===== src/design/scrcc_pkg.sv =====
/*
 * Constants and state types for the two-channel serial controller register bank.
 * Assumes one 40 MHz clock and a host bus that is synchronous to it.
 */
package scrcc_pkg;
	// write register indices
	localparam logic [3:0] W_CMD = 4'h0;
	localparam logic [3:0] W_VECTOR = 4'h2;
	localparam logic [3:0] W_RXCTL = 4'h3;
	localparam logic [3:0] W_MODE = 4'h4;
	localparam logic [3:0] W_TXCTL = 4'h5;
	localparam logic [3:0] W_PRIME = 4'h7;
	localparam logic [3:0] W_MASTER = 4'h9;
	localparam logic [3:0] W_MISC = 4'ha;
	localparam logic [3:0] W_TCLO = 4'hc;
	localparam logic [3:0] W_TCHI = 4'hd;
	localparam logic [3:0] W_EXTEN = 4'hf;
	// read register indices
	localparam logic [3:0] R_STAT = 4'h0;
	localparam logic [3:0] R_SPEC = 4'h1;
	localparam logic [3:0] R_VEC = 4'h2;
	localparam logic [3:0] R_PEND = 4'h3;
	localparam logic [3:0] R_MODE_RB = 4'h4;
	localparam logic [3:0] R_TXCTL_RB = 4'h5;
	localparam logic [3:0] R_FCNT_LO = 4'h6;
	localparam logic [3:0] R_FCNT_HI = 4'h7;
	localparam logic [3:0] R_RXDATA = 4'h8;
	localparam logic [3:0] R_RXCTL_RB = 4'h9;
	localparam logic [3:0] R_MISC_RB = 4'hb;
	localparam logic [3:0] R_TCLO = 4'hc;
	localparam logic [3:0] R_TCHI = 4'hd;
	localparam logic [3:0] R_PRIME_RB = 4'he;
	localparam logic [3:0] R_EXTEN_RB = 4'hf;
	// command and master reset register fields and codes
	localparam logic [1:0] CRC_NULL = 2'h0;
	localparam logic [1:0] CRC_RX_RST = 2'h1;
	localparam logic [1:0] CRC_TX_RST = 2'h2;
	localparam logic [1:0] CRC_EOM_RST = 2'h3;
	localparam logic [2:0] CMD_POINT_HIGH = 3'h1;
	localparam logic [2:0] CMD_EXT_RST = 3'h2;
	localparam logic [2:0] CMD_SEND_ABORT = 3'h3;
	localparam logic [1:0] MRST_CH_B = 2'h1;
	localparam logic [1:0] MRST_CH_A = 2'h2;
	localparam logic [1:0] MRST_HW = 2'h3;
	// bit positions, mode and vector status codes, channel indices
	localparam int RXEN_BIT = 0;
	localparam int TXEN_BIT = 3;
	localparam int MODE_LSB = 4;
	localparam logic [1:0] MODE_SDLC = 2'h2;
	localparam int ABORT_UR_BIT = 2;
	localparam int FIFO_EN_BIT = 2;
	localparam int PRIME_SEL_BIT = 0;
	localparam int AUTO_EOM_BIT = 1;
	localparam int EXT_READ_BIT = 6;
	localparam int ST_RXAV = 0;
	localparam int ST_TXEMPTY = 2;
	localparam int ST_DCD = 3;
	localparam int ST_CTS = 5;
	localparam int ST_EOM = 6;
	localparam int ST_BREAK = 7;
	localparam logic [2:0] VSTAT_A_EXT = 3'h5;
	localparam logic [2:0] VSTAT_B_EXT = 3'h1;
	localparam logic [2:0] VSTAT_NONE = 3'h3;
	localparam int CH_A = 1;
	localparam int CH_B = 0;
	// reset values and crc
	localparam logic [7:0] RST_REG8 = 8'h00;
	localparam logic RST_EOM_LATCH = 1'b1;
	localparam logic [15:0] CRC_PRESET = 16'hffff;
	localparam logic [15:0] CRC_POLY = 16'h1021;

	typedef struct packed {
		logic [3:0] ptr;
		logic [7:0] wr3;
		logic [7:0] wr4;
		logic [7:0] wr5;
		logic [7:0] wr10;
		logic [7:0] wr12;
		logic [7:0] wr13;
		logic [7:0] wr15;
		logic [7:0] efr;
		logic [15:0] rx_crc;
		logic [15:0] tx_crc;
		logic eom_latch;
		logic eom_shown_clr;
		logic ext_pend;
		logic [2:0] ext_lat;
		logic append_crc;
		logic send_abort;
	} scrcc_chan_s;

	typedef struct packed {
		scrcc_chan_s [1:0] ch;
		logic [7:0] vector;
		logic [7:0] master;
		logic [7:0] rdata;
		logic rvalid;
	} scrcc_state_s;
endpackage


===== src/design/scrcc_regs.sv =====
/*
 * Register bank, command decode and crc/end-of-message control for two channels.
 * Assumes the host bus and all datapath inputs are synchronous to mclk.
 */
`timescale 1ns/1ps
module scrcc_regs
	import scrcc_pkg::*;
(
	// clock and reset
	input wire logic mclk,
	input wire logic sys_rst,
	// host register port
	input wire logic host_cs,
	input wire logic host_chan_a,
	input wire logic host_wr,
	input wire logic host_rd,
	input wire logic [7:0] host_wdata,
	output logic [7:0] host_rdata,
	output logic host_rdata_valid,
	// datapath status, index 1 is channel A
	input wire logic [1:0] rx_bit_vld,
	input wire logic [1:0] rx_bit,
	input wire logic [1:0] tx_bit_vld,
	input wire logic [1:0] tx_bit,
	input wire logic [1:0] tx_underrun,
	input wire logic [1:0] tx_crc_done,
	input wire logic [1:0] sdlc_frame_end,
	input wire logic [1:0] rx_char_avail,
	input wire logic [1:0] tx_buf_empty,
	input wire logic [1:0] rx_ip,
	input wire logic [1:0] tx_ip,
	input wire logic [1:0][2:0] ext_in,
	input wire logic [1:0][7:0] rx_data,
	input wire logic [1:0][7:0] spec_status,
	input wire logic [1:0][13:0] fifo_count,
	input wire logic [1:0][1:0] fifo_flags,
	// datapath control
	output logic [1:0] append_crc,
	output logic [1:0] send_abort,
	output logic [1:0] ext_irq,
	output logic [1:0][15:0] rx_crc,
	output logic [1:0][15:0] tx_crc
);
	scrcc_state_s s_reg;
	scrcc_state_s s_next;
	logic do_wr;
	logic do_rd;
	logic [3:0] sp;
	logic mres;

	function automatic logic [15:0] crc_step(input logic [15:0] c, input logic b);
		logic fb;
		fb = c[15] ^ b;
		crc_step = {c[14:0], 1'b0} ^ (fb ? CRC_POLY : 16'h0000);
	endfunction

	function automatic scrcc_chan_s chan_init(input scrcc_chan_s cur, input logic keep_tx);
		scrcc_chan_s r;
		r = '0;
		r.wr3 = RST_REG8;
		r.wr4 = RST_REG8;
		r.wr5 = RST_REG8;
		r.wr10 = RST_REG8;
		r.wr12 = RST_REG8;
		r.wr13 = RST_REG8;
		r.wr15 = RST_REG8;
		r.efr = RST_REG8;
		r.rx_crc = CRC_PRESET;
		r.tx_crc = keep_tx ? cur.tx_crc : CRC_PRESET;
		r.eom_latch = RST_EOM_LATCH;
		r.ext_lat = cur.ext_lat;
		chan_init = r;
	endfunction

	function automatic logic is_sdlc(input scrcc_chan_s c);
		is_sdlc = c.wr4[MODE_LSB +: 2] == MODE_SDLC;
	endfunction

	assign do_wr = host_cs & host_wr;
	assign do_rd = host_cs & host_rd & ~host_wr;
	assign sp = s_reg.ch[host_chan_a].ptr;
	assign mres = do_wr && sp == W_MASTER;

	always_comb
	begin
		scrcc_chan_s rc;
		scrcc_chan_s c;
		logic wc;
		logic cmd;
		logic ch_rst;
		logic [2:0] vcode;
		rc = s_reg.ch[host_chan_a];
		c = '0;
		wc = 1'b0;
		cmd = 1'b0;
		ch_rst = 1'b0;
		vcode = VSTAT_NONE;
		s_next = s_reg;
		s_next.rvalid = do_rd;
		if (s_reg.ch[CH_A].ext_pend)
			vcode = VSTAT_A_EXT;
		else if (s_reg.ch[CH_B].ext_pend)
			vcode = VSTAT_B_EXT;
		if (do_rd)
		begin
			// unimplemented slots and bits read as zero
			case (sp)
				R_STAT: s_next.rdata = {rc.ext_lat[2],
					rc.eom_latch & ~rc.eom_shown_clr, rc.ext_lat[1], 1'b0, rc.ext_lat[0],
					tx_buf_empty[host_chan_a], 1'b0, rx_char_avail[host_chan_a]};
				R_SPEC: s_next.rdata = spec_status[host_chan_a];
				R_VEC: s_next.rdata = host_chan_a ? s_reg.vector
					: {s_reg.vector[7:4], vcode, s_reg.vector[0]};
				R_PEND: s_next.rdata = host_chan_a ? {2'b00, rx_ip[CH_A], tx_ip[CH_A], s_reg.ch[CH_A].ext_pend,
					rx_ip[CH_B], tx_ip[CH_B], s_reg.ch[CH_B].ext_pend} : 8'h00;
				R_MODE_RB: s_next.rdata = rc.efr[EXT_READ_BIT] ? rc.wr4 : 8'h00;
				R_TXCTL_RB: s_next.rdata = rc.efr[EXT_READ_BIT] ? rc.wr5 : 8'h00;
				R_FCNT_LO: s_next.rdata = (is_sdlc(rc) && rc.wr15[FIFO_EN_BIT])
					? fifo_count[host_chan_a][7:0] : 8'h00;
				R_FCNT_HI: s_next.rdata = (is_sdlc(rc) && rc.wr15[FIFO_EN_BIT])
					? {fifo_flags[host_chan_a], fifo_count[host_chan_a][13:8]} : 8'h00;
				R_RXDATA: s_next.rdata = rx_data[host_chan_a];
				R_RXCTL_RB: s_next.rdata = rc.efr[EXT_READ_BIT] ? rc.wr3 : 8'h00;
				R_MISC_RB: s_next.rdata = rc.efr[EXT_READ_BIT] ? rc.wr10 : 8'h00;
				R_TCLO: s_next.rdata = rc.wr12;
				R_TCHI: s_next.rdata = rc.wr13;
				R_PRIME_RB: s_next.rdata = rc.efr;
				R_EXTEN_RB: s_next.rdata = rc.wr15;
				default: s_next.rdata = 8'h00;
			endcase
		end
		if (do_wr && sp == W_VECTOR)
			s_next.vector = host_wdata;
		if (mres)
			s_next.master = host_wdata;
		for (int i = 0; i < 2; i++)
		begin
			c = s_reg.ch[i];
			wc = do_wr && (host_chan_a == 1'(i));
			cmd = wc && sp == W_CMD;
			ch_rst = mres && (host_wdata[7:6] == MRST_HW || host_wdata[7:6] == (i == CH_A ? MRST_CH_A : MRST_CH_B));
			c.append_crc = 1'b0;
			c.send_abort = 1'b0;
			// pointer falls back to zero after each access, except a command write, which loads it
			if ((do_wr || do_rd) && host_chan_a == 1'(i))
				c.ptr = 4'h0;
			if (cmd)
				c.ptr = {host_wdata[5:3] == CMD_POINT_HIGH, host_wdata[2:0]};
			if (wc)
			begin
				case (sp)
					W_RXCTL: c.wr3 = host_wdata;
					W_MODE: c.wr4 = host_wdata;
					W_TXCTL: c.wr5 = host_wdata;
					W_PRIME: if (s_reg.ch[i].wr15[PRIME_SEL_BIT]) c.efr = host_wdata;
					W_MISC: c.wr10 = host_wdata;
					W_TCLO: c.wr12 = host_wdata;
					W_TCHI: c.wr13 = host_wdata;
					W_EXTEN: c.wr15 = host_wdata;
					default: ;
				endcase
			end
			if (rx_bit_vld[i])
				c.rx_crc = crc_step(s_reg.ch[i].rx_crc, rx_bit[i]);
			if (tx_bit_vld[i])
				c.tx_crc = crc_step(s_reg.ch[i].tx_crc, tx_bit[i]);
			// code 00 falls through every branch below
			if (cmd && host_wdata[7:6] == CRC_RX_RST)
				c.rx_crc = CRC_PRESET;
			if (wc && sp == W_RXCTL && !host_wdata[RXEN_BIT])
				c.rx_crc = CRC_PRESET;
			if (is_sdlc(s_reg.ch[i]) && sdlc_frame_end[i])
				c.rx_crc = CRC_PRESET;
			if (cmd && host_wdata[7:6] == CRC_TX_RST)
				c.tx_crc = CRC_PRESET;
			if (s_reg.ch[i].efr[AUTO_EOM_BIT] && tx_crc_done[i])
				c.tx_crc = CRC_PRESET;
			// status change latches until released; a late change re-arms next cycle
			if (cmd && host_wdata[5:3] == CMD_EXT_RST)
			begin
				c.ext_pend = 1'b0;
				c.eom_shown_clr = 1'b0;
			end
			if (!s_reg.ch[i].ext_pend)
			begin
				c.ext_lat = ext_in[i];
				if (ext_in[i] != s_reg.ch[i].ext_lat)
					c.ext_pend = 1'b1;
			end
			if (cmd && host_wdata[7:6] == CRC_EOM_RST)
			begin
				if (s_reg.ch[i].wr5[TXEN_BIT])
					c.eom_latch = 1'b0;
				else if (!s_reg.ch[i].ext_pend || host_wdata[5:3] == CMD_EXT_RST)
				begin
					c.ext_pend = 1'b1;
					c.eom_shown_clr = 1'b1;
				end
			end
			if (cmd && host_wdata[5:3] == CMD_SEND_ABORT)
				c.eom_latch = 1'b1;
			// underrun with latch clear starts crc or abort; the set wins over a clear
			if (tx_underrun[i] && !s_reg.ch[i].eom_latch)
			begin
				c.eom_latch = 1'b1;
				if (is_sdlc(s_reg.ch[i]) && s_reg.ch[i].wr10[ABORT_UR_BIT])
					c.send_abort = 1'b1;
				else
					c.append_crc = 1'b1;
			end
			if (ch_rst)
				c = chan_init(c, 1'b1);
			s_next.ch[i] = c;
		end
	end

	always_ff @(posedge mclk)
	begin
		if (sys_rst)
		begin
			s_reg.ch[CH_A] <= chan_init('0, 1'b0);
			s_reg.ch[CH_B] <= chan_init('0, 1'b0);
			s_reg.vector <= RST_REG8;
			s_reg.master <= RST_REG8;
			s_reg.rdata <= RST_REG8;
			s_reg.rvalid <= 1'b0;
		end
		else
			s_reg <= s_next;
	end

	assign host_rdata = s_reg.rdata;
	assign host_rdata_valid = s_reg.rvalid;
	assign append_crc = {s_reg.ch[CH_A].append_crc, s_reg.ch[CH_B].append_crc};
	assign send_abort = {s_reg.ch[CH_A].send_abort, s_reg.ch[CH_B].send_abort};
	assign ext_irq = {s_reg.ch[CH_A].ext_pend, s_reg.ch[CH_B].ext_pend};
	assign rx_crc = {s_reg.ch[CH_A].rx_crc, s_reg.ch[CH_B].rx_crc};
	assign tx_crc = {s_reg.ch[CH_A].tx_crc, s_reg.ch[CH_B].tx_crc};

	logic cmd_a;
	logic txen_a;
	logic abort_mode_a;
	assign cmd_a = do_wr && host_chan_a && sp == W_CMD;
	assign txen_a = s_reg.ch[CH_A].wr5[TXEN_BIT];
	assign abort_mode_a = is_sdlc(s_reg.ch[CH_A]) && s_reg.ch[CH_A].wr10[ABORT_UR_BIT];
endmodule


===== config.mk =====
export PLATFORM = sky130hd
export DESIGN_NAME = scrcc_regs
export DESIGN_NICKNAME = d
export VERILOG_FILES = /design/src/design/scrcc_pkg.sv /design/src/design/scrcc_regs.sv
export SDC_FILE = /design/constraint.sdc
export NUM_CORES = 1
export LEC_CHECK = 0
export BUFFER_PORTS_ARGS = -buffer_cell sky130_fd_sc_hd__buf_2
export CORE_ASPECT_RATIO = 1.75
export CORE_MARGIN = 4
export CORE_UTILIZATION = 57
export DETAILED_ROUTE_END_ITERATION = 7
export HOLD_SLACK_MARGIN = 0.08
export PLACE_DENSITY = 0.79
export SYNTH_ARGS = -nofsm -noshare
export SYNTH_HDL_FRONTEND = slang
export SYNTH_SLANG_ARGS = --single-unit

===== constraint.sdc =====
create_clock -name mclk -period 3.3 [get_ports mclk]
set_clock_uncertainty 0.05 [all_clocks]
set_input_delay 0.99 -clock mclk [delete_from_list [all_inputs] [get_ports mclk]]
set_output_delay 0.99 -clock mclk [all_outputs]
set_load 0.02 [all_outputs]

== Word-level counts from Yosys, hierarchy flattened ==
Cells that the tools add are included.

* Flip-flop bits (word level): 233
* Output and inout bits: 79
* Input port bits: 106

* Bitwise operators: 17
* Reduce and logical (&&, ||, !) cells: 72
* Order comparisons: 1
* Muxes and demuxes: 55
* Eq/ne operators: 26

{| class="wikitable"
|+ Operators with widths
! kind !! count
|-
| 108-bit two-way mux || 2
|-
| 8-bit one-hot mux with 15 select lines || 1
|-
| 16-bit two-way mux || 6
|-
| 8-bit two-way mux || 10
|-
| 16-bit by 13-bit bitwise XOR with 16-bit output || 4
|-
| 13-bit two-way mux || 4
|-
| 1-bit logical AND || 33
|-
| 4-bit equality test, second input constant || 8
|-
| 2-bit AND reduction || 16
|-
| 14-bit two-way mux || 2
|-
| 4-bit two-way mux || 7
|-
| 2-bit two-way mux || 11
|-
| 4-bit by 3-bit equality test with 1-bit output, second input constant || 4
|-
| 2-bit equality test, second input constant || 5
|-
| 1-bit two-way mux || 10
|-
| 5-bit OR reduction || 2
|-
| 4-bit by 2-bit equality test with 1-bit output, second input constant || 2
|-
| 4-bit OR reduction || 2
|-
| 3-bit by 2-bit equality test with 1-bit output, second input constant || 2
|-
| 6-bit two-way mux || 1
|-
| 3-bit != test || 2
|-
| 3-bit AND reduction || 2
|-
| 3-bit OR reduction || 2
|-
| 1-bit zero test || 5
|-
| other kinds (12) || 28
|}

== Logic depth before layout (Yosys ltp) ==
Gate-level depths: netlist of run 1.

* Depth in word-level cells: 11
* Mapped depth: 10
* Gate-level depth less buffers: 5

== Least setup slack after synthesis of run 1 ==
No wires, ideal clock.

* Kind: in2reg
* Start: in host_chan_a
* End: reg s_reg[100] (netlist name)
* Cell stages on the path: 9
* Setup slack: 476 ps
* Buffers on the path: 4
* Library setup time: 128 ps
* Data arrival time: 2,646 ps
* Required time: 3,122 ps
* Path through: buf_6 buf_6 or3b_1 and2_0 buf_2 or3_1 buf_2 mux2i_1 nor2_1

* Longest elaborated chain between the ends: 6
* Elaborated cells between the ends (all ways): 10
* Classes of those cells: eq/ne (2); mux (2); bitwise (1); reduce/logical (5)

{| class="wikitable"
|+ Ends and longest elaborated chain
! item !! RTL line !! text
|-
| start, declared || scrcc_regs.sv:14 || <nowiki>input wire logic host_chan_a,</nowiki>
|-
| 108-bit two-way mux (2 in a row) || n/a ||
|-
| 4-bit equality test || scrcc_regs.sv:82 || <nowiki>assign mres = do_wr && sp == W_MASTER;</nowiki>
|-
| 1-bit logical AND || scrcc_regs.sv:82 ||
|-
| 1-bit logical AND || scrcc_regs.sv:141 || <nowiki>ch_rst = mres && (host_wdata[7:6] == MRST_HW || host_wdata[7:6] == (i == CH_A ? MRST_CH_A : MRST_CH_B));</nowiki>
|-
| 2-bit OR reduction (no source line) || n/a ||
|-
| end signal, assigned || scrcc_regs.sv:229 || <nowiki>s_reg <= s_next;</nowiki>
|-
| end, declared || scrcc_regs.sv:44 || <nowiki>scrcc_state_s s_reg;</nowiki>
|}

Several ways; a longest one is shown, not always the timed one. The select of a mux whose other input is x is not followed.
A chain may end at the register's enable or synchronous reset.

== Final worst setup path of run 1 ==
* Start: in host_chan_a
* End: reg s_reg (netlist bit host_rdata[2])

* Longest elaborated chain between the ends: 6
* Elaborated cells between the ends (all ways): 36
* Classes of those cells: eq/ne (15); mux (19); reduce/logical (2)

{| class="wikitable"
|+ Ends and longest elaborated chain
! item !! RTL line !! text
|-
| 108-bit two-way mux (not written as such) (2 in a row) || scrcc_regs.sv:92 || <nowiki>rc = s_reg.ch[host_chan_a];</nowiki>
|-
| 2-bit equality test || scrcc_regs.sv:76 || <nowiki>is_sdlc = c.wr4[MODE_LSB +: 2] == MODE_SDLC;</nowiki>
|-
| 1-bit logical AND || scrcc_regs.sv:118, scrcc_regs.sv:120 ||
|-
| 8-bit two-way mux (on tied branches) || scrcc_regs.sv:121, scrcc_regs.sv:119 ||
|-
| 8-bit one-hot mux with 15 select lines (*) || scrcc_regs.sv:107 || <nowiki>case (sp)</nowiki>
|}

Mark *: on every way between the ends. The rest lies on a longest branch, timed or not. The select of a mux whose other input is x is not followed.

==> results of run 1 <==
==> kinds of logic (layout without fill, tap and decap cells) <==
family / count (synthesis) / after routing / share of synthesized area
other cells: 0 / 1 / 0
simple gates: 368 / 368 / 0.149
buf+inv: 181 / 283 / 0.0907
mux: 278 / 278 / 0.241
flops: 233 / 233 / 0.402
compound gates: 160 / 160 / 0.103
xor+xnor: 18 / 18 / 0.0136
==> routing by layer <==
| metal | share of wire | wire (um) | GRT usage | vias up |
|---|---|---|---|---|
| met2 | 0.47 | 16500 | 0.490 | 591 |
| li1 | - | - | - | 4449 |
| met1 | 0.37 | 13000 | 0.347 | 4587 |
| met5 | 0 | 0 | 0 | - |
| met3 | 0.085 | 3020 | 0.0559 | 164 |
| met4 | 0.080 | 2840 | 0.205 | 0 |
==> layout by cell type, fill, tap and decap left out, drive strengths merged, types with 6 or more instances in the layout <==
| master | netlist | final |
|---|---|---|
| a2111oi | 7 | 7 |
| a21o | 7 | 7 |
| a21oi | 26 | 26 |
| a22oi | 21 | 21 |
| a31oi | 6 | 6 |
| and2 | 7 | 7 |
| buf | 127 | 244 |
| clkbuf | 49 | 27 |
| dfxtp | 233 | 233 |
| inv | 4 | 6 |
| mux2 | 14 | 14 |
| mux2i | 264 | 264 |
| nand2 | 103 | 103 |
| nand2b | 6 | 6 |
| nand3 | 18 | 18 |
| nand3b | 9 | 9 |
| nor2 | 157 | 157 |
| nor2b | 8 | 8 |
| nor3 | 26 | 26 |
| o21ai | 14 | 14 |
| o22ai | 17 | 17 |
| o32ai | 6 | 6 |
| or2 | 6 | 6 |
| xnor2 | 11 | 11 |
| xor2 | 7 | 7 |
==> stage by stage <==
step | total power [mW] | worst slack (ns) | cells | instance area [um2]
after floorplan | 3.28 | 0.476 | 1238 | 11600
after global placement | 3.47 | 0.000983 | 1551 | 12400
after detailed placement | 3.47 | 0.0506 | 1551 | 12400
after CTS | 5.91 | 0.564 | 1585 | 13100
after global routing | 6.05 | 0.362 | 1586 | 13100
final | 5.90 | 0.282 | 1586 | 13100
==> worst max-delay path: stages <==
cell and delay (ns):
sky130_fd_sc_hd__buf_4 0.21, sky130_fd_sc_hd__and3b_1 0.21, sky130_fd_sc_hd__nor2_1 0.63, sky130_fd_sc_hd__buf_4 0.36, sky130_fd_sc_hd__nor3_1 0.10, sky130_fd_sc_hd__a2111oi_0 0.61
sky130_fd_sc_hd__a311oi_1 0.21
==> report_power, final <==
group	internal (mW)	switching (mW)	leakage, nW
Sequential	2.84	0.0356	1.88
Clock	1.42	1.06	0.337
Combinational	0.208	0.334	2.99
Total	4.47	1.43	5.21
==> final cells by class <==
cell class                 count  area, um2  share of cell area
inverter                       5       18.8             0.00144
multi-input combinational    824       5920               0.453
timing repair buffer         244       1460               0.112
sequential                   233       4660               0.357
antenna                        1       2.50            0.000192
tap                          245        307              0.0235
clock buffer                  27        588              0.0450
clock inverter                 7       97.6             0.00747
==> path summary, 6_finish.rpt <==
check               from       endpoint  slack, ns
max          host_chan_a  host_rdata[2]       0.28
min reg2reg   s_reg[198]     s_reg[198]       0.41
max reg2reg   s_reg[237]  host_rdata[2]       0.42
min           s_reg[198]     s_reg[198]       0.41
==> impl_metrics.toml, run 1 <==
[run_status]
status = "complete, but fails checks"
failed_checks = "DRC"

[critical_path]
setup.worst_path.end_class = "register"
r2r.worst_path.cells = 6
critPathKind = "input pin to register"
setup.worst_path.start_class = "input pin"
crit_path_max_fanout = 25
cp.required_ns = 3.61
worst-endpoint-arrival_ns = 3.32

[sta]
fin_hold_ws_ns = 0.410
timing.final.max_slew_violations = 0
timing.final.crit_period_ns = 3.02
fin_setup_tns_ns = 0
max_freq_mhz = 331
setup_repair_after_global_routing_missed_its_margin = "no"
timing.final.hold_violations = 0
setup_viol = 0
finalCritPeriodShare = 0.914
tightestPinTransition_ns = 0.802
max_slew_margin = 0.463

[synthesis]
synth_edf_count = 0
most_area_consuming_cells_after_synthesis = "sky130_fd_sc_hd__dfxtp_1, sky130_fd_sc_hd__mux2i_1, sky130_fd_sc_hd__buf_4"
register_bit_count_reported_by_yosys = 233
postSynthAreaPerCell_um2 = 9.38
yosys-top-cells-count = "sky130_fd_sc_hd__mux2i_1, sky130_fd_sc_hd__dfxtp_1, sky130_fd_sc_hd__nor2_1"
most_numerous_cell_in_the_yosys_netlist = "sky130_fd_sc_hd__mux2i_1"
synth.net_count = 1344
synth.yosys.warnings = 0
yosysUniqueCellTypes = 74
synth.largest_area_cell = "sky130_fd_sc_hd__dfxtp_1"
dominantRegCellSynth = "sky130_fd_sc_hd__dfxtp_1"
synth_top_area_frac = 0.402
post_synth_design_cell_area_um2 = 11600
async_reset_ff_frac = 0
synth-seq-area-share = 0.402
cells_after_synthesis = 1238

[power]
power_density_over_cell_area_nw_per_um2 = 452
peakVddDrop_mv = 0.394
cellLeakagePower_nw = 5.21

[global_routing]
antenna_found_initial = 1
pin_count_of_the_biggest_net_entering_global_routing = 73
global_route.usage.total = 0.299
grt_pass1_wl_um = 53300
vias_in_the_first_global_route = 9646
globalRouteOverflowTotal = 0

[route]
via_per_inst = 6.17
antenna_violation_net_count_after_detailed_routing = 0
drc = 1
drt-initial-drc-count = 918
dr.pass1.iters = 8
count_of_vias_placed_by_the_detailed_router = 9791
postRouteWirelength_um = 35400
wire_per_inst_um = 22.3

[cts]
ctsHoldBuffers = 0
h-tree-depth = 1
cts_buffers = 21
tritoncts = "done"
clkTransAtPathRegs_ns = 0.07
clock_sinks = 233
cts.repair_timing.setup_buffer_count = 0
ctsResizeCount = 0
worst_skew_pair_later_pin_latency_ns = 0.52
clk_path_buf_depth = 3
ctsRootBufferMaster = "sky130_fd_sc_hd__clkbuf_16"

[finish]
post-route-util = 0.656
fill_cells = 1661
design.final.nets = 1435
largest_reg_flops = 154
drive_gt1_frac = 0.237
layout-area-overhead-vs-synth_pct = 12.5

[die]
placeableCoreArea_um2 = 19900
start_util = 0.583
floorplan.rows = 68
die-height_um = 197
die_w_um = 116
die-area_um2 = 22800
ioPinCount = 185

[placed_design]
io_buffer_count = 184
hpwlAfterDp_um = 25400
routabilityCongestion = 1.00

[min_path]
hold_class = "register to register"
hold_path_depth = 2

[flow_run]
cap_violations = 0
Note: power is estimated with default switching activity, not from simulation.
==> run 2: changes to the inputs <==
- ABC_AREA: not set -> 1
- CORE_ASPECT_RATIO: 1.75 -> 1.2
- CORE_UTILIZATION: 57 -> 58
- PLACE_DENSITY: 0.79 -> 0.8
==> impl_metrics.toml, run 2 <==
[placed_design]
dp_cells = 2154
routabilityCongestion = 0.985
detailedPlace.worstSlack_ns = 0.202
hpwlAfterDp_um = 25300
io_buffer_count = 184

[sta]
tightestPinTransition_ns = 0.708
fin_hold_ws_ns = 0.401
fin_setup_tns_ns = 0
timing.final.hold_violations = 0
finalCritPeriodShare = 0.801
setup_viol = 0
timing.final.crit_period_ns = 2.64
timing.final.max_slew_violations = 0
setup_repair_after_global_routing_missed_its_margin = "no"
fin_ws_ns = 0.655
max_slew_margin = 0.528
max_freq_mhz = 378

[critical_path]
setup.worst_path.end_class = "register"
setup.worst_path.start_class = "input pin"
critPathKind = "input pin to register"
worstPathCellList = "buf_4 -> inv_4 -> nand2_1 -> nand2_1 -> nand2_2 -> nor2_1 -> nand2_1 -> nand3_1 -> nor2_1 -> nand3_1 -> nand2_1 -> a21oi_1"
worst-endpoint-arrival_ns = 3.04
crit-reg2reg-capture = "host_rdata[6]"
cp.required_ns = 3.70
setup.reg_to_reg.worst_slack_ns = 1.15
r2r.worst_path.cells = 10
critical_path.most_common_cell = "sky130_fd_sc_hd__nand2_1"
critPathTopFamily = "simple AND/OR/NAND/NOR gates"
crit_path_max_fanout = 21
slowest_stage_cell_cp = "sky130_fd_sc_hd__nor2_1"
crit-reg2reg-launch = "s_reg[129]"
timing.critical_path.buf_inv = 2
max_stage_delay_ns = 0.53

[power]
sw_frac_of_total = 0.261
p_int_mw = 4.78
peakVddDrop_mv = 0.428
p_clk_frac = 0.440
cellLeakagePower_nw = 6.15
power_density_over_cell_area_nw_per_um2 = 478
total_switching_power_mw = 1.69
power.sequential.fraction = 0.454
comb_power_share = 0.106

[synthesis]
synth.mux.area_fraction = 0.00491
synth.largest_area_cell = "sky130_fd_sc_hd__dfxtp_1"
async_reset_ff_frac = 0
synth-compound-area-share = 0.103
most_numerous_cell_in_the_yosys_netlist = "sky130_fd_sc_hd__nand2_1"
cells_after_synthesis = 1853
synth.net_count = 1959
synth-xor-area-share = 0.0122
register_bit_count_reported_by_yosys = 233
synth_top_area_frac = 0.381
synth_edf_count = 0
dominantRegCellSynth = "sky130_fd_sc_hd__dfxtp_1"
postSynthAreaPerCell_um2 = 6.61
yosys-top-cells-count = "sky130_fd_sc_hd__nand2_1, sky130_fd_sc_hd__dfxtp_1, sky130_fd_sc_hd__nand3_1"
post_synth_design_cell_area_um2 = 12200
synthAdderAreaFrac = 0
most_area_consuming_cells_after_synthesis = "sky130_fd_sc_hd__dfxtp_1, sky130_fd_sc_hd__nand2_1, sky130_fd_sc_hd__nand3_1"
synth_top_family_by_area = "simple AND/OR/NAND/NOR gates"
synth.yosys.warnings = 0
synth_simple_gate_area_share = 0.372
yosysUniqueCellTypes = 44
synth-seq-area-share = 0.381

[finish]
fill_cells = 1892
design.final.nets = 2021
regArea_um2 = 4660
final_cell_mix = "sky130_fd_sc_hd__nand2_1, sky130_fd_sc_hd__dfxtp_1, sky130_fd_sc_hd__buf_2"
drive_gt1_frac = 0.169
layout_commonest_cell = "sky130_fd_sc_hd__nand2_1"
diodes = 0
largest_reg_flops = 154
multiInputGateArea_um2 = 6040
finish.cell_count_without_fillers = 2197
layout-area-overhead-vs-synth_pct = 10.6

[route]
drt-initial-drc-count = 1129
postRouteWirelength_um = 36300
wire_per_inst_um = 16.5
via_per_inst = 5.49
count_of_vias_placed_by_the_detailed_router = 12100
dr.pass1.iters = 6
antenna_violation_net_count_after_detailed_routing = 0
drc = 0

[min_path]
min_delay_worst_endpoint = "s_reg[180]"
hold_path_depth = 2
hold_class = "register to register"
hold_startpoint = "s_reg[180]"

[global_routing]
global_route.usage.total = 0.296
grt_pass1_wl_um = 57600
globalRouteOverflowTotal = 0
pin_count_of_the_biggest_net_entering_global_routing = 71
antenna_found_initial = 0
vias_in_the_first_global_route = 11200

[flow_run]
cap_violations = 0

[cts]
cts.repair_timing.setup_buffer_count = 0
clock_sinks = 233
ctsResizeCount = 0
ctsHoldBuffers = 0
tritoncts = "done"
h-tree-depth = 1
ctsRootBufferMaster = "sky130_fd_sc_hd__clkbuf_16"
cts_buffers = 24
clk_path_buf_depth = 3
worst_skew_pair_later_pin_latency_ns = 0.52
clkTransAtPathRegs_ns = 0.06

[die]
start_util = 0.596
die_w_um = 141
placeableCoreArea_um2 = 20500
die-area_um2 = 23500
ioPinCount = 185
die-height_um = 167
floorplan.rows = 57

[run_status]
status = "finished, final reports clean"
run 2: cell count changes after synthesis, sizes merged, moves of 16 or more:
cell and delta:
o22ai -16, a21oi +117, nand3 +148, nor2 -51, o21ai +31, nand2 +663
nand4 +18, nor3 -18, inv +111, mux2i -258
run 2: metrics by stage:
step | utilization | area (um2) | total power, mW
2_1_floorplan | - | 12200 | 3.50
3_3_place_gp | 0.619 | 12700 | 3.66
3_5_place_dp | 0.619 | 12700 | 3.67
4_1_cts | 0.659 | 13500 | 6.49
5_1_grt | 0.659 | 13500 | 6.69
6_report | 0.659 | 13500 | 6.47
run 2: area by class of cell:
class                   count  area share
multi-input cells        1320       0.446
flip-flops and latches    233       0.345
repair buffers            218      0.0908
clock buffers              30      0.0498
inverters                 118      0.0329
well taps                 265      0.0245
clock inverters            13      0.0112
run 2: logic make-up after synthesis:
group / after synthesis
flops: 233
buf+inv: 300
compound gates: 224
mux: 6
xor+xnor: 17
simple gates: 1073
run 2: worst register-to-register path, delay by kind of cell, from the launching register on:
| family | cells | cell delay (ns) |
|---|---|---|
| flops | 1 | 0.38 |
| compound gates | 1 | 0.12 |
| simple gates | 9 | 1.52 |
run 2: layer usage:
metal,up-vias,global-route usage,part of all wire
met5,-,0,0
met4,0,0.115,0.037
met3,88,0.0345,0.082
met2,546,0.492,0.47
met1,5507,0.393,0.41
li1,5913,-,-
run 2: worst max-delay path by stage:
stage / slack, ns / from / endpoint / cells after the start
after global placement: 0.23 / host_chan_a / host_rdata[6] / 12
after floorplan: 0.83 / host_chan_a / s_reg[100] / 11
final: 0.66 / host_chan_a / host_rdata[6] / 12
after CTS: 0.73 / host_chan_a / append_crc[1] / 11
after global routing: 0.41 / host_chan_a / s_reg[176] / 10
after detailed placement: 0.20 / host_chan_a / host_rdata[6] / 12
run 2: power groups by stage:
stage	combinational, mW	clock (mW)	sequential, mW
after floorplan	0.514	0	2.98
after global placement	0.668	0	3.00
after detailed placement	0.677	0	3.00
after CTS	0.681	2.87	2.94
after global routing	0.746	3.00	2.94
final	0.685	2.85	2.94
==> run 3: changes to the inputs <==
- CORE_UTILIZATION: 58 -> 52
- PLACE_DENSITY: 0.8 -> 0.76
- clock period: 3.3 -> 2.27 ns (I/O delays scaled with it)
==> impl_metrics.toml, run 3 (synthesis results as in run 2) <==
[run_status]
status = "finished, final reports clean"

[cts]
ctsRootBufferMaster = "sky130_fd_sc_hd__clkbuf_16"
worst_skew_pair_later_pin_latency_ns = 0.51
cts_buffers = 23
clkTransAtPathRegs_ns = 0.06
cts.repair_timing.setup_buffer_count = 0
clk_path_buf_depth = 3
clock_sinks = 233
tritoncts = "done"
ctsHoldBuffers = 0
h-tree-depth = 1
ctsResizeCount = 0

[power]
comb_power_share = 0.119
sw_frac_of_total = 0.263
power_density_over_cell_area_nw_per_um2 = 639
power.sequential.fraction = 0.469
p_int_mw = 6.71
total_switching_power_mw = 2.40
p_clk_frac = 0.412
report.power.total_mw = 9.11
peakVddDrop_mv = 0.424
cellLeakagePower_nw = 6.52

[die]
die-area_um2 = 26100
die_w_um = 148
placeableCoreArea_um2 = 23200
die-height_um = 176
ioPinCount = 185
floorplan.rows = 61
start_util = 0.528

[sta]
timing.final.hold_violations = 0
timing.final.max_slew_violations = 0
setup_viol = 0
timing.final.crit_period_ns = 2.13
fin_ws_ns = 0.138
tightestPinTransition_ns = 0.612
fin_hold_ws_ns = 0.396
setup_repair_after_global_routing_missed_its_margin = "no"
max_freq_mhz = 469
finalCritPeriodShare = 0.939
max_slew_margin = 0.592

[critical_path]
critical_path.endpoint = "host_rdata[1]"
setup.worst_path.start_class = "input pin"
crit_path_max_fanout = 26
setup.reg_to_reg.worst_slack_ns = 0.18
r2r.worst_path.cells = 12
critical_path.startpoint = "host_chan_a"
setup.worst_path.end_class = "register"
cp.required_ns = 2.62
crit-reg2reg-capture = "host_rdata[1]"
worst-endpoint-arrival_ns = 2.48
crit-reg2reg-launch = "s_reg[131]"
critPathKind = "input pin to register"

[global_routing]
vias_in_the_first_global_route = 11600
antenna_found_initial = 0
grt_pass1_wl_um = 60100
global_route.usage.total = 0.282
pin_count_of_the_biggest_net_entering_global_routing = 39
globalRouteOverflowTotal = 0

[finish]
drive_gt1_frac = 0.195
postLayoutCellArea_um2 = 14300
layout-area-overhead-vs-synth_pct = 16.4
fill_cells = 2245
final_cell_mix = "sky130_fd_sc_hd__nand2_1, sky130_fd_sc_hd__dfxtp_1, sky130_fd_sc_hd__buf_2"
largest_reg_flops = 154
design.final.nets = 2091
diodes = 0
layout_commonest_cell = "sky130_fd_sc_hd__nand2_1"

[placed_design]
hpwlAfterDp_um = 27700
placement.cell_area_um2 = 13500
io_buffer_count = 184
routabilityCongestion = 0.975
detailedPlace.worstSlack_ns = -0.348

[route]
count_of_vias_placed_by_the_detailed_router = 12400
dr.pass1.iters = 5
postRouteWirelength_um = 38000
drc = 0
drt-initial-drc-count = 1101
wire_per_inst_um = 16.5
antenna_violation_net_count_after_detailed_routing = 0
via_per_inst = 5.35

[flow_run]
cap_violations = 0

[min_path]
hold_class = "register to register"
run 3: changes by cell type in the layout (fill, tap and decap cells not counted):
cell                         previous run  this run
sky130_fd_sc_hd__clkbuf_8               3         6
sky130_fd_sc_hd__buf_12                 4        22
sky130_fd_sc_hd__clkinv_4               1         0
sky130_fd_sc_hd__clkinvlp_4             0         1
sky130_fd_sc_hd__clkinv_2               7         2
sky130_fd_sc_hd__inv_6                  2         1
sky130_fd_sc_hd__bufinv_16              3         1
sky130_fd_sc_hd__buf_4                 31        84
sky130_fd_sc_hd__clkbuf_16             25        23
run 3: final cells by class:
class / count / area [um2] / share of cell area
multi-input cells: 1320 / 6040 / 0.424
clock buffers: 31 / 666 / 0.0467
repair buffers: 289 / 1990 / 0.139
flip-flops and latches: 233 / 4660 / 0.327
inverters: 118 / 445 / 0.0312
well taps: 315 / 394 / 0.0277
clock inverters: 5 / 56.3 / 0.00395
run 3: routing by layer:
layer / routed length (um) / GRT usage / part of all wire / vias up
li1: - / - / - / 6049
met1: 15600 / 0.365 / 0.41 / 5659
met2: 17600 / 0.474 / 0.46 / 561
met3: 2940 / 0.0347 / 0.077 / 104
met4: 1820 / 0.122 / 0.048 / 0
met5: 0 / 0 / 0 / -
run 3: power groups by stage:
stage | logic, mW | clock network, mW | registers, mW
floorplan | 0.747 | 0 | 4.34
global placement | 1.05 | 0 | 4.36
detailed placement | 1.07 | 0 | 4.36
CTS | 1.07 | 3.80 | 4.27
global route | 1.17 | 3.95 | 4.28
finish | 1.08 | 3.76 | 4.27
run 3: how the worst min path moves through the flow:
stage	endpoint	slack, ns	cells after the start	start
after floorplan	s_reg[173]	0.37	2	s_reg[173]
after global placement	s_reg[180]	0.38	2	s_reg[180]
after global routing	send_abort[0]	0.41	3	tx_underrun[0]
final	s_reg[180]	0.40	2	s_reg[180]
after detailed placement	s_reg[180]	0.39	2	s_reg[180]
after CTS	s_reg[32]	0.39	3	tx_underrun[0]
run 3: metrics by stage:
stage / setup TNS (ns) / utilization / std cells
4_1_cts: 0 / 0.614 / 2311
5_1_grt: 0 / 0.614 / 2311
2_1_floorplan: 0 / - / 1853
3_3_place_gp: -13.65 / 0.583 / 2275
3_5_place_dp: -17.70 / 0.583 / 2275
6_report: 0 / 0.614 / 2311
run 3: critical path, cell delays in order:
cell	delay [ns]
sky130_fd_sc_hd__buf_4	0.15
sky130_fd_sc_hd__buf_4	0.23
sky130_fd_sc_hd__nand2_1	0.10
sky130_fd_sc_hd__nand2_1	0.18
sky130_fd_sc_hd__nand3_1	0.26
sky130_fd_sc_hd__nor2_1	0.07
sky130_fd_sc_hd__nand2_1	0.06
sky130_fd_sc_hd__nand2_1	0.08
sky130_fd_sc_hd__nor3_1	0.35
sky130_fd_sc_hd__nand2_1	0.15
sky130_fd_sc_hd__nand2_1	0.09
sky130_fd_sc_hd__a21oi_1	0.06
